### src/verilog/oscreg_pkg.sv
// Package for the oscillator identification and device-control register bank.
// Assumes a byte-wide register port in the single core clock domain.
`default_nettype none

package oscreg_pkg;

  // ----------------------------------------------------------------
  // Register offsets
  // ----------------------------------------------------------------
  localparam logic [7:0] OFS_PRODUCT_IDENTIFIER   = 8'h02;
  localparam logic [7:0] OFS_MASK_REVISION        = 8'h03;
  localparam logic [7:0] OFS_SERIAL_SLAVE_ADDRESS = 8'h08;
  localparam logic [7:0] OFS_IMAGE_REVISION       = 8'h09;
  localparam logic [7:0] OFS_DEVICE_CONTROL       = 8'h0A;
  localparam logic [7:0] OFS_SOFTWARE_RESET       = 8'h48;

  // ----------------------------------------------------------------
  // Identity values (arbitrary neutral values)
  // ----------------------------------------------------------------
  localparam logic [7:0] PRODUCT_ID_VALUE         = 8'hA5;
  localparam logic [7:0] MASK_REV_VALUE           = 8'h01;

  // ----------------------------------------------------------------
  // Field positions and reset values
  // ----------------------------------------------------------------
  localparam int         DC_PLL_POWER_DOWN_BIT    = 6;
  localparam int         DC_CAL_TRIGGER_BIT       = 1;
  localparam int         DC_AUTO_START_BIT        = 0;
  localparam int         SW_RESET_BIT             = 1;
  localparam logic [3:0] DC_SPARE_RESET           = 4'h0;
  localparam logic       DC_PLL_POWER_DOWN_RESET  = 1'b0;
  localparam logic       DC_AUTO_START_RESET      = 1'b1;
  localparam logic [7:0] IMAGE_REVISION_RESET     = 8'h00;
  localparam logic [6:0] SLAVE_ADDRESS_RESET      = 7'h58;
  localparam logic [1:0] ADDR_LOW_PIN_LOW         = 2'h0;
  localparam logic [1:0] ADDR_LOW_PIN_FLOAT       = 2'h1;
  localparam logic [1:0] ADDR_LOW_PIN_HIGH        = 2'h3;

  // ----------------------------------------------------------------
  // Types
  // ----------------------------------------------------------------
  typedef struct packed {
    logic       wr;
    logic       rd;
    logic [7:0] addr;
    logic [7:0] wdata;
  } oscreg_req_t;

  typedef struct packed {
    logic       valid;
    logic [7:0] rdata;
  } oscreg_rsp_t;

  typedef enum logic [2:0] {
    ST_CONFIG,
    ST_HALT,
    ST_CAL,
    ST_LOCK,
    ST_RUN,
    ST_POWER_DOWN
  } oscreg_state_t;

endpackage : oscreg_pkg

`default_nettype wire

### src/verilog/oscreg_top.sv
// Identification, slave address, image revision and device-control registers.
// Assumes a serial engine drives byte requests on core_clk; NVM and PLL status
// arrive from same-clock logic, reset and address pins come from outside.
`timescale 1ns/1ps
`default_nettype none

module oscreg_top
  import oscreg_pkg::*;
(
  // Clock and power-on reset
  input  wire  logic          core_clk,
  input  wire  logic          sys_rst,
  // Device pins
  input  wire  logic          reset_pin_n,
  input  wire  logic          addr_pin_high,
  input  wire  logic          addr_pin_float,
  // Register port
  input  wire  oscreg_req_t   reg_req,
  output var   oscreg_rsp_t   reg_rsp,
  // Non-volatile memory
  input  wire  logic [4:0]    nvm_slave_addr_hi,
  input  wire  logic [7:0]    nvm_image_rev,
  input  wire  logic          nvm_commit_done,
  // PLL
  input  wire  logic          pll_cal_done,
  input  wire  logic          pll_locked,
  output logic                pll_enable,
  output logic                pll_reset,
  output logic                cal_start,
  output logic                outputs_enable
);

  // ----------------------------------------------------------------
  // Pin synchronisers
  // ----------------------------------------------------------------
  // Three stages; a change counts once stages two and three agree
  logic [2:0] rst_pin_sync_reg;
  logic [2:0] hi_sync_reg;
  logic [2:0] fl_sync_reg;
  logic       rst_pin_n_reg;
  logic       addr_hi_reg;
  logic       addr_fl_reg;

  always_ff @(posedge core_clk or posedge sys_rst) begin
    if (sys_rst) begin
      rst_pin_sync_reg <= 3'h7;
      hi_sync_reg      <= 3'h0;
      fl_sync_reg      <= 3'h0;
    end else begin
      rst_pin_sync_reg <= {rst_pin_sync_reg[1:0], reset_pin_n};
      hi_sync_reg      <= {hi_sync_reg[1:0], addr_pin_high};
      fl_sync_reg      <= {fl_sync_reg[1:0], addr_pin_float};
    end
  end

  always_ff @(posedge core_clk or posedge sys_rst) begin
    if (sys_rst) begin
      rst_pin_n_reg <= 1'b1;
      addr_hi_reg   <= 1'b0;
      addr_fl_reg   <= 1'b0;
    end else begin
      if (rst_pin_sync_reg[1] == rst_pin_sync_reg[2]) begin
        rst_pin_n_reg <= rst_pin_sync_reg[2];
      end
      if (hi_sync_reg[1] == hi_sync_reg[2]) begin
        addr_hi_reg <= hi_sync_reg[2];
      end
      if (fl_sync_reg[1] == fl_sync_reg[2]) begin
        addr_fl_reg <= fl_sync_reg[2];
      end
    end
  end

  // ----------------------------------------------------------------
  // Device reset
  // ----------------------------------------------------------------
  logic dc_wr;
  logic sw_rst_wr;
  logic dev_rst;

  assign dc_wr     = reg_req.wr && (reg_req.addr == OFS_DEVICE_CONTROL);
  assign sw_rst_wr = reg_req.wr && (reg_req.addr == OFS_SOFTWARE_RESET)
                     && reg_req.wdata[SW_RESET_BIT];
  assign dev_rst   = !rst_pin_n_reg || sw_rst_wr;

  // ----------------------------------------------------------------
  // Device control register
  // ----------------------------------------------------------------
  // Control bits other than the calibration trigger survive a device reset other than power-on
  logic       pll_power_down_reg;
  logic       auto_start_reg;
  logic       cal_trigger_reg;
  logic [3:0] dc_spare_reg;
  logic       cal_rise;

  assign cal_rise = dc_wr && reg_req.wdata[DC_CAL_TRIGGER_BIT] && !cal_trigger_reg;

  always_ff @(posedge core_clk or posedge sys_rst) begin
    if (sys_rst) begin
      pll_power_down_reg <= DC_PLL_POWER_DOWN_RESET;
      auto_start_reg     <= DC_AUTO_START_RESET;
      dc_spare_reg       <= DC_SPARE_RESET;
    end else if (dc_wr) begin
      pll_power_down_reg <= reg_req.wdata[DC_PLL_POWER_DOWN_BIT];
      auto_start_reg     <= reg_req.wdata[DC_AUTO_START_BIT];
      dc_spare_reg       <= reg_req.wdata[5:2];
    end
  end

  // Set beats done in one cycle so a fresh launch is not lost
  always_ff @(posedge core_clk or posedge sys_rst) begin
    if (sys_rst) begin
      cal_trigger_reg <= 1'b0;
    end else if (dev_rst) begin
      cal_trigger_reg <= 1'b0;
    end else if (cal_rise) begin
      cal_trigger_reg <= 1'b1;
    end else if (pll_cal_done) begin
      cal_trigger_reg <= 1'b0;
    end
  end

  // ----------------------------------------------------------------
  // Loaded values
  // ----------------------------------------------------------------
  logic [4:0] slave_hi_reg;
  logic [1:0] slave_lo_reg;
  logic [7:0] image_rev_reg;
  logic       load_now;
  logic [1:0] pin_code;
  oscreg_state_t state_reg;

  assign load_now = (state_reg == ST_CONFIG);

  always_comb begin
    if (addr_fl_reg) begin
      pin_code = ADDR_LOW_PIN_FLOAT;
    end else if (addr_hi_reg) begin
      pin_code = ADDR_LOW_PIN_HIGH;
    end else begin
      pin_code = ADDR_LOW_PIN_LOW;
    end
  end

  // Pin sampled during configuration only, like a strap
  always_ff @(posedge core_clk or posedge sys_rst) begin
    if (sys_rst) begin
      slave_hi_reg <= SLAVE_ADDRESS_RESET[6:2];
      slave_lo_reg <= SLAVE_ADDRESS_RESET[1:0];
    end else if (load_now) begin
      slave_hi_reg <= nvm_slave_addr_hi;
      slave_lo_reg <= pin_code;
    end
  end

  always_ff @(posedge core_clk or posedge sys_rst) begin
    if (sys_rst) begin
      image_rev_reg <= IMAGE_REVISION_RESET;
    end else if (load_now || nvm_commit_done) begin
      image_rev_reg <= nvm_image_rev;
    end
  end

  // ----------------------------------------------------------------
  // Start-up sequencer
  // ----------------------------------------------------------------
  // Power-down is taken from the stored bit, so clearing it
  // restarts calibration one cycle after the write lands
  always_ff @(posedge core_clk or posedge sys_rst) begin
    if (sys_rst) begin
      state_reg <= ST_CONFIG;
    end else if (dev_rst) begin
      state_reg <= ST_CONFIG;
    end else if (pll_power_down_reg) begin
      state_reg <= ST_POWER_DOWN;
    end else begin
      case (state_reg)
        ST_CONFIG: begin
          state_reg <= auto_start_reg ? ST_CAL : ST_HALT;
        end
        ST_HALT: begin
          if (dc_wr && reg_req.wdata[DC_AUTO_START_BIT]) begin
            state_reg <= ST_CAL;
          end
        end
        ST_CAL: begin
          if (pll_cal_done) begin
            state_reg <= ST_LOCK;
          end
        end
        ST_LOCK: begin
          if (pll_locked) begin
            state_reg <= ST_RUN;
          end
        end
        ST_RUN: begin
          if (cal_rise) begin
            state_reg <= ST_CAL;
          end
        end
        ST_POWER_DOWN: state_reg <= ST_CAL;
        default:       state_reg <= ST_CONFIG;
      endcase
    end
  end

  // ----------------------------------------------------------------
  // PLL controls
  // ----------------------------------------------------------------
  logic cal_entry;

  assign cal_entry = !dev_rst && !pll_power_down_reg &&
                     (((state_reg == ST_CONFIG) && auto_start_reg) ||
                      ((state_reg == ST_HALT) && dc_wr && reg_req.wdata[DC_AUTO_START_BIT]) ||
                      (state_reg == ST_POWER_DOWN) ||
                      ((state_reg == ST_RUN) && cal_rise));

  always_ff @(posedge core_clk or posedge sys_rst) begin
    if (sys_rst) begin
      cal_start <= 1'b0;
    end else begin
      cal_start <= cal_entry;
    end
  end

  always_ff @(posedge core_clk or posedge sys_rst) begin
    if (sys_rst) begin
      pll_enable     <= 1'b0;
      pll_reset      <= 1'b1;
      outputs_enable <= 1'b0;
    end else begin
      pll_enable     <= !pll_power_down_reg && !dev_rst &&
                        (cal_entry || (state_reg == ST_CAL) ||
                         (state_reg == ST_LOCK) || (state_reg == ST_RUN));
      pll_reset      <= pll_power_down_reg || dev_rst ||
                        (state_reg == ST_CONFIG) || (state_reg == ST_HALT);
      outputs_enable <= !pll_power_down_reg && !dev_rst && (state_reg == ST_RUN);
    end
  end

  // ----------------------------------------------------------------
  // Read path
  // ----------------------------------------------------------------
  // read-only registers have no write path
  function automatic logic [7:0] read_mux(input logic [7:0] addr);
    case (addr)
      OFS_PRODUCT_IDENTIFIER:   read_mux = PRODUCT_ID_VALUE;
      OFS_MASK_REVISION:        read_mux = MASK_REV_VALUE;
      OFS_SERIAL_SLAVE_ADDRESS: read_mux = {slave_hi_reg, slave_lo_reg, 1'b0};
      OFS_IMAGE_REVISION:       read_mux = image_rev_reg;
      OFS_DEVICE_CONTROL:       read_mux = {1'b0, pll_power_down_reg, dc_spare_reg,
                                            cal_trigger_reg, auto_start_reg};
      default:                  read_mux = 8'h00;
    endcase
  endfunction

  // Read data holds until the next read; valid marks the answer
  always_ff @(posedge core_clk or posedge sys_rst) begin
    if (sys_rst) begin
      reg_rsp <= '0;
    end else begin
      reg_rsp.valid <= reg_req.rd;
      if (reg_req.rd) begin
        reg_rsp.rdata <= read_mux(reg_req.addr);
      end
    end
  end

endmodule // oscreg_top

`default_nettype wire

### config.mk
export PLATFORM = sky130hd
export DESIGN_NAME = oscreg_top
export DESIGN_NICKNAME = d
export VERILOG_FILES = /design/src/verilog/oscreg_pkg.sv /design/src/verilog/oscreg_top.sv
export SDC_FILE = /design/constraint.sdc
export NUM_CORES = 1
export LEC_CHECK = 0
export ABC_AREA = 1
export CAP_MARGIN = 20
export CORE_MARGIN = 2
export CORE_UTILIZATION = 40
export CTS_CLUSTER_SIZE = 16
export DETAILED_ROUTE_END_ITERATION = 10
export DONT_BUFFER_PORTS = 1
export SKIP_LAST_GASP = 1
export SYNTH_ARGS = -nofsm -noshare
export SYNTH_HDL_FRONTEND = slang
export SYNTH_SLANG_ARGS = --single-unit
export TNS_END_PERCENT = 100
### constraint.sdc
create_clock -name core_clk -period 2 [get_ports core_clk]
set_input_delay 0.2 -clock core_clk [delete_from_list [all_inputs] [get_ports core_clk]]
set_output_delay 0.2 -clock core_clk [all_outputs]
set_load 0.05 [all_outputs]
==> flow_metrics.tcl <==
set metrics [dict create \
    outcome "finished, final reports clean" \
    worst_setup_path_start_kind "register" \
    finalWorstSetupSlack_ps 342 \
    vdd_drop_max_mv 0.353 \
    final_util_pct 47.4 \
    clk_pin_slew_ps 100 \
    syn_nets 284 \
    fin_nets 301 \
    path_buf_inv 1 \
    clock_latency_ps 310 \
    drc 0 \
    ctsRootBufferMaster "clkbuf_8" \
    initial_utilization_pct 42.1 \
    final-hold-violation-count 0 \
    drive_gt1_share_pct 12.5 \
    dieWidth_um 77.8 \
    synth_seq_cells 50 \
    grt.overflow.total 0 \
    required_ps 2200 \
    synthTopCellsByArea "dfrtp_1, nand2_1, dfstp_2" \
    synth_warnings 0 \
    grt_pass1_wl_um 7850 \
    worst_hold_startpoint "nvm_image_rev[1]" \
    crit_start "state_reg[2]$_DFFE_PP0P_" \
    fp.dieH_um 77.8 \
    tritoncts "built" \
    worst_slew_pin_slew_ps 545 \
    num_antenna_cells 0 \
    largest_register_ff_count 9 \
    wl_per_cell_um 13.5 \
    synthCells 245 \
    power.density_nw_per_um2 801 \
    synth_top_area_cell "dfrtp_1" \
    p_total_w 0.00196 \
    clock.fmax_ghz 0.603 \
    slowest_delay_ps 430 \
    synth_seq_area_share_pct 58.0 \
    path_max_fanout 12 \
    syn2layout_area_growth_pct 12.6 \
    numCtsBuffers 5 \
    path_cells "nor2_1 -> nand2_4 -> inv_4 -> or2_4 -> mux2_2" \
    dr.pass1.iters 4 \
    mostFrequentLayoutCells "nand2_1, dfrtp_1, inv_1, nor2_1, o21ai_0" \
    clock_skew_ps 16.0 \
    critical_path.endpoint_type "register" \
    slowest_stage "dfrtp_1" \
    p_leak_nw 1.20 \
    vias_per_cell 4.76 \
    io-pin-count 52 \
    layout_commonest_cell "nand2_1" \
    period_share_pct 82.9 \
    critical_path_arrival_ps 1860 \
    fin_setup_tns_ps 0 \
    worst-setup-path-type "register to register" \
    cts_resized 0 \
    cts-htree-levels 2 \
    grt_pass1_vias 1613 \
    maxCapViolCount 0 \
    vias 1586 \
    period_needed_ps 1660 \
    clock_sink_count 50 \
    cts_buffer_depth 2 \
    syn_avg_cell_area_um2 8.89 \
    dieArea_um2 6050 \
    port_buffers 0 \
    synth_top_area_share_pct 47.1 \
    postRouteAntennaNets 0 \
    multi_input_area_um2 785 \
    nFillCells 493 \
    core_area_um2 5170 \
    relSlewSlack_pct 63.6 \
    seqCellArea_um2 1260 \
    dpl.hpwl_um 3410 \
    dr.first_iter.drc_count 93 \
    hp-class "input port to register" \
    grt_antenna_before_repair 0 \
    netlist_area_um2 2180 \
    drt_wl_total_um 4510 \
    grt_setup_unrepaired "false" \
    rows 26 \
    dp_slack_ps 354 \
    slew_violations 0 \
    path_delay_family "simple AND/OR/NAND/NOR gates" \
    track_usage_pct 16.8 \
    yosysUniqueCellTypes 29 \
    setup_violations 0 \
    reg2reg_from "state_reg[2]$_DFFE_PP0P_" \
    routabilityCongestion 0.843 \
    grt_max_degree 28 \
]
## area by class of cell
cell class | instances | share of cell area, %
timing repair buffer | 12 | 4.69
clock buffer | 6 | 2.96
inverter | 30 | 4.69
sequential | 50 | 51.5
clock inverter | 2 | 0.612
tap | 70 | 3.57
multi-input combinational | 163 | 32.0
## power by group
group / switching, W / total, W / internal [W]
logic: 0.000121 / 0.000203 / 0.0000822
registers: 0.0000664 / 0.00118 / 0.00111
clock network: 0.000335 / 0.000581 / 0.000247
total: 0.000522 / 0.00196 / 0.00144
## timing repair
action	in CTS	in global routing
hold buffers	10	0
hold endpoints to repair	33	0
buffers inserted	0	0
## layer usage
layer | vias to the layer above | track usage (%) | wire length [um] | part of all wire, %
li1 | 812 | - | - | -
met1 | 725 | 23.3 | 2200 | 49
met3 | 5 | 5.23 | 237 | 5.3
met2 | 44 | 24.7 | 2000 | 44
met5 | - | 0 | 0 | 0
met4 | 0 | 5.89 | 69 | 1.5
## through the flow
stage | hold WS [ps] | cell area (um^2) | std cells
floorplan | 204 | 2180 | 245
global placement | 166 | 2260 | 315
detailed placement | 169 | 2260 | 315
CTS | 3.09 | 2450 | 333
global route | 1.10 | 2450 | 333
finish | 9.79 | 2450 | 333
## synthesized netlist by cell type
cell type	n
inv_4	1
nand2_4	1
dfrtp_1	41
buf_1	1
or2_4	1
maj3_1	3
or2_2	1
o21ai_0	18
dfstp_2	9
mux2_2	2
a21oi_1	8
buf_6	1
inv_2	2
o31ai_1	1
nor2_2	2
nor4_1	1
nand3b_1	1
nor3_1	2
nand3_1	11
o21bai_1	1
nand4_1	4
nor2_1	18
nor2_4	1
nand2_1	81
mux2_4	2
inv_1	27
o22ai_1	1
o211ai_1	2
nor3_2	1
## worst paths after layout
kind                                                 end  slack (ps)  cells after the start
setup / recovery            image_rev_reg[5]$_DFFE_PP0P_         340                      5
hold / removal              image_rev_reg[1]$_DFFE_PP0P_          10                      2
setup reg to reg            image_rev_reg[5]$_DFFE_PP0P_         340                      5
hold reg to reg            rst_pin_sync_reg[1]$_DFF_PP1_         360                      0
max in group asynchronous      rst_pin_n_reg$_DFFE_PP1N_         950                      3
min in group asynchronous   image_rev_reg[6]$_DFFE_PP0P_         400                      2
## kinds of logic after synthesis
| logic type | after synthesis | synth area share [%] |
|---|---|---|
| muxes | 4 | 2.41 |
| and+or+nand+nor | 125 | 24.6 |
| buffers and inverters | 32 | 5.98 |
| adders and majority gates | 3 | 1.38 |
| AOI/OAI and AO/OA | 31 | 7.64 |
| DFF | 50 | 58.0 |
No activity file was read; power rests on OpenSTA's default activity.
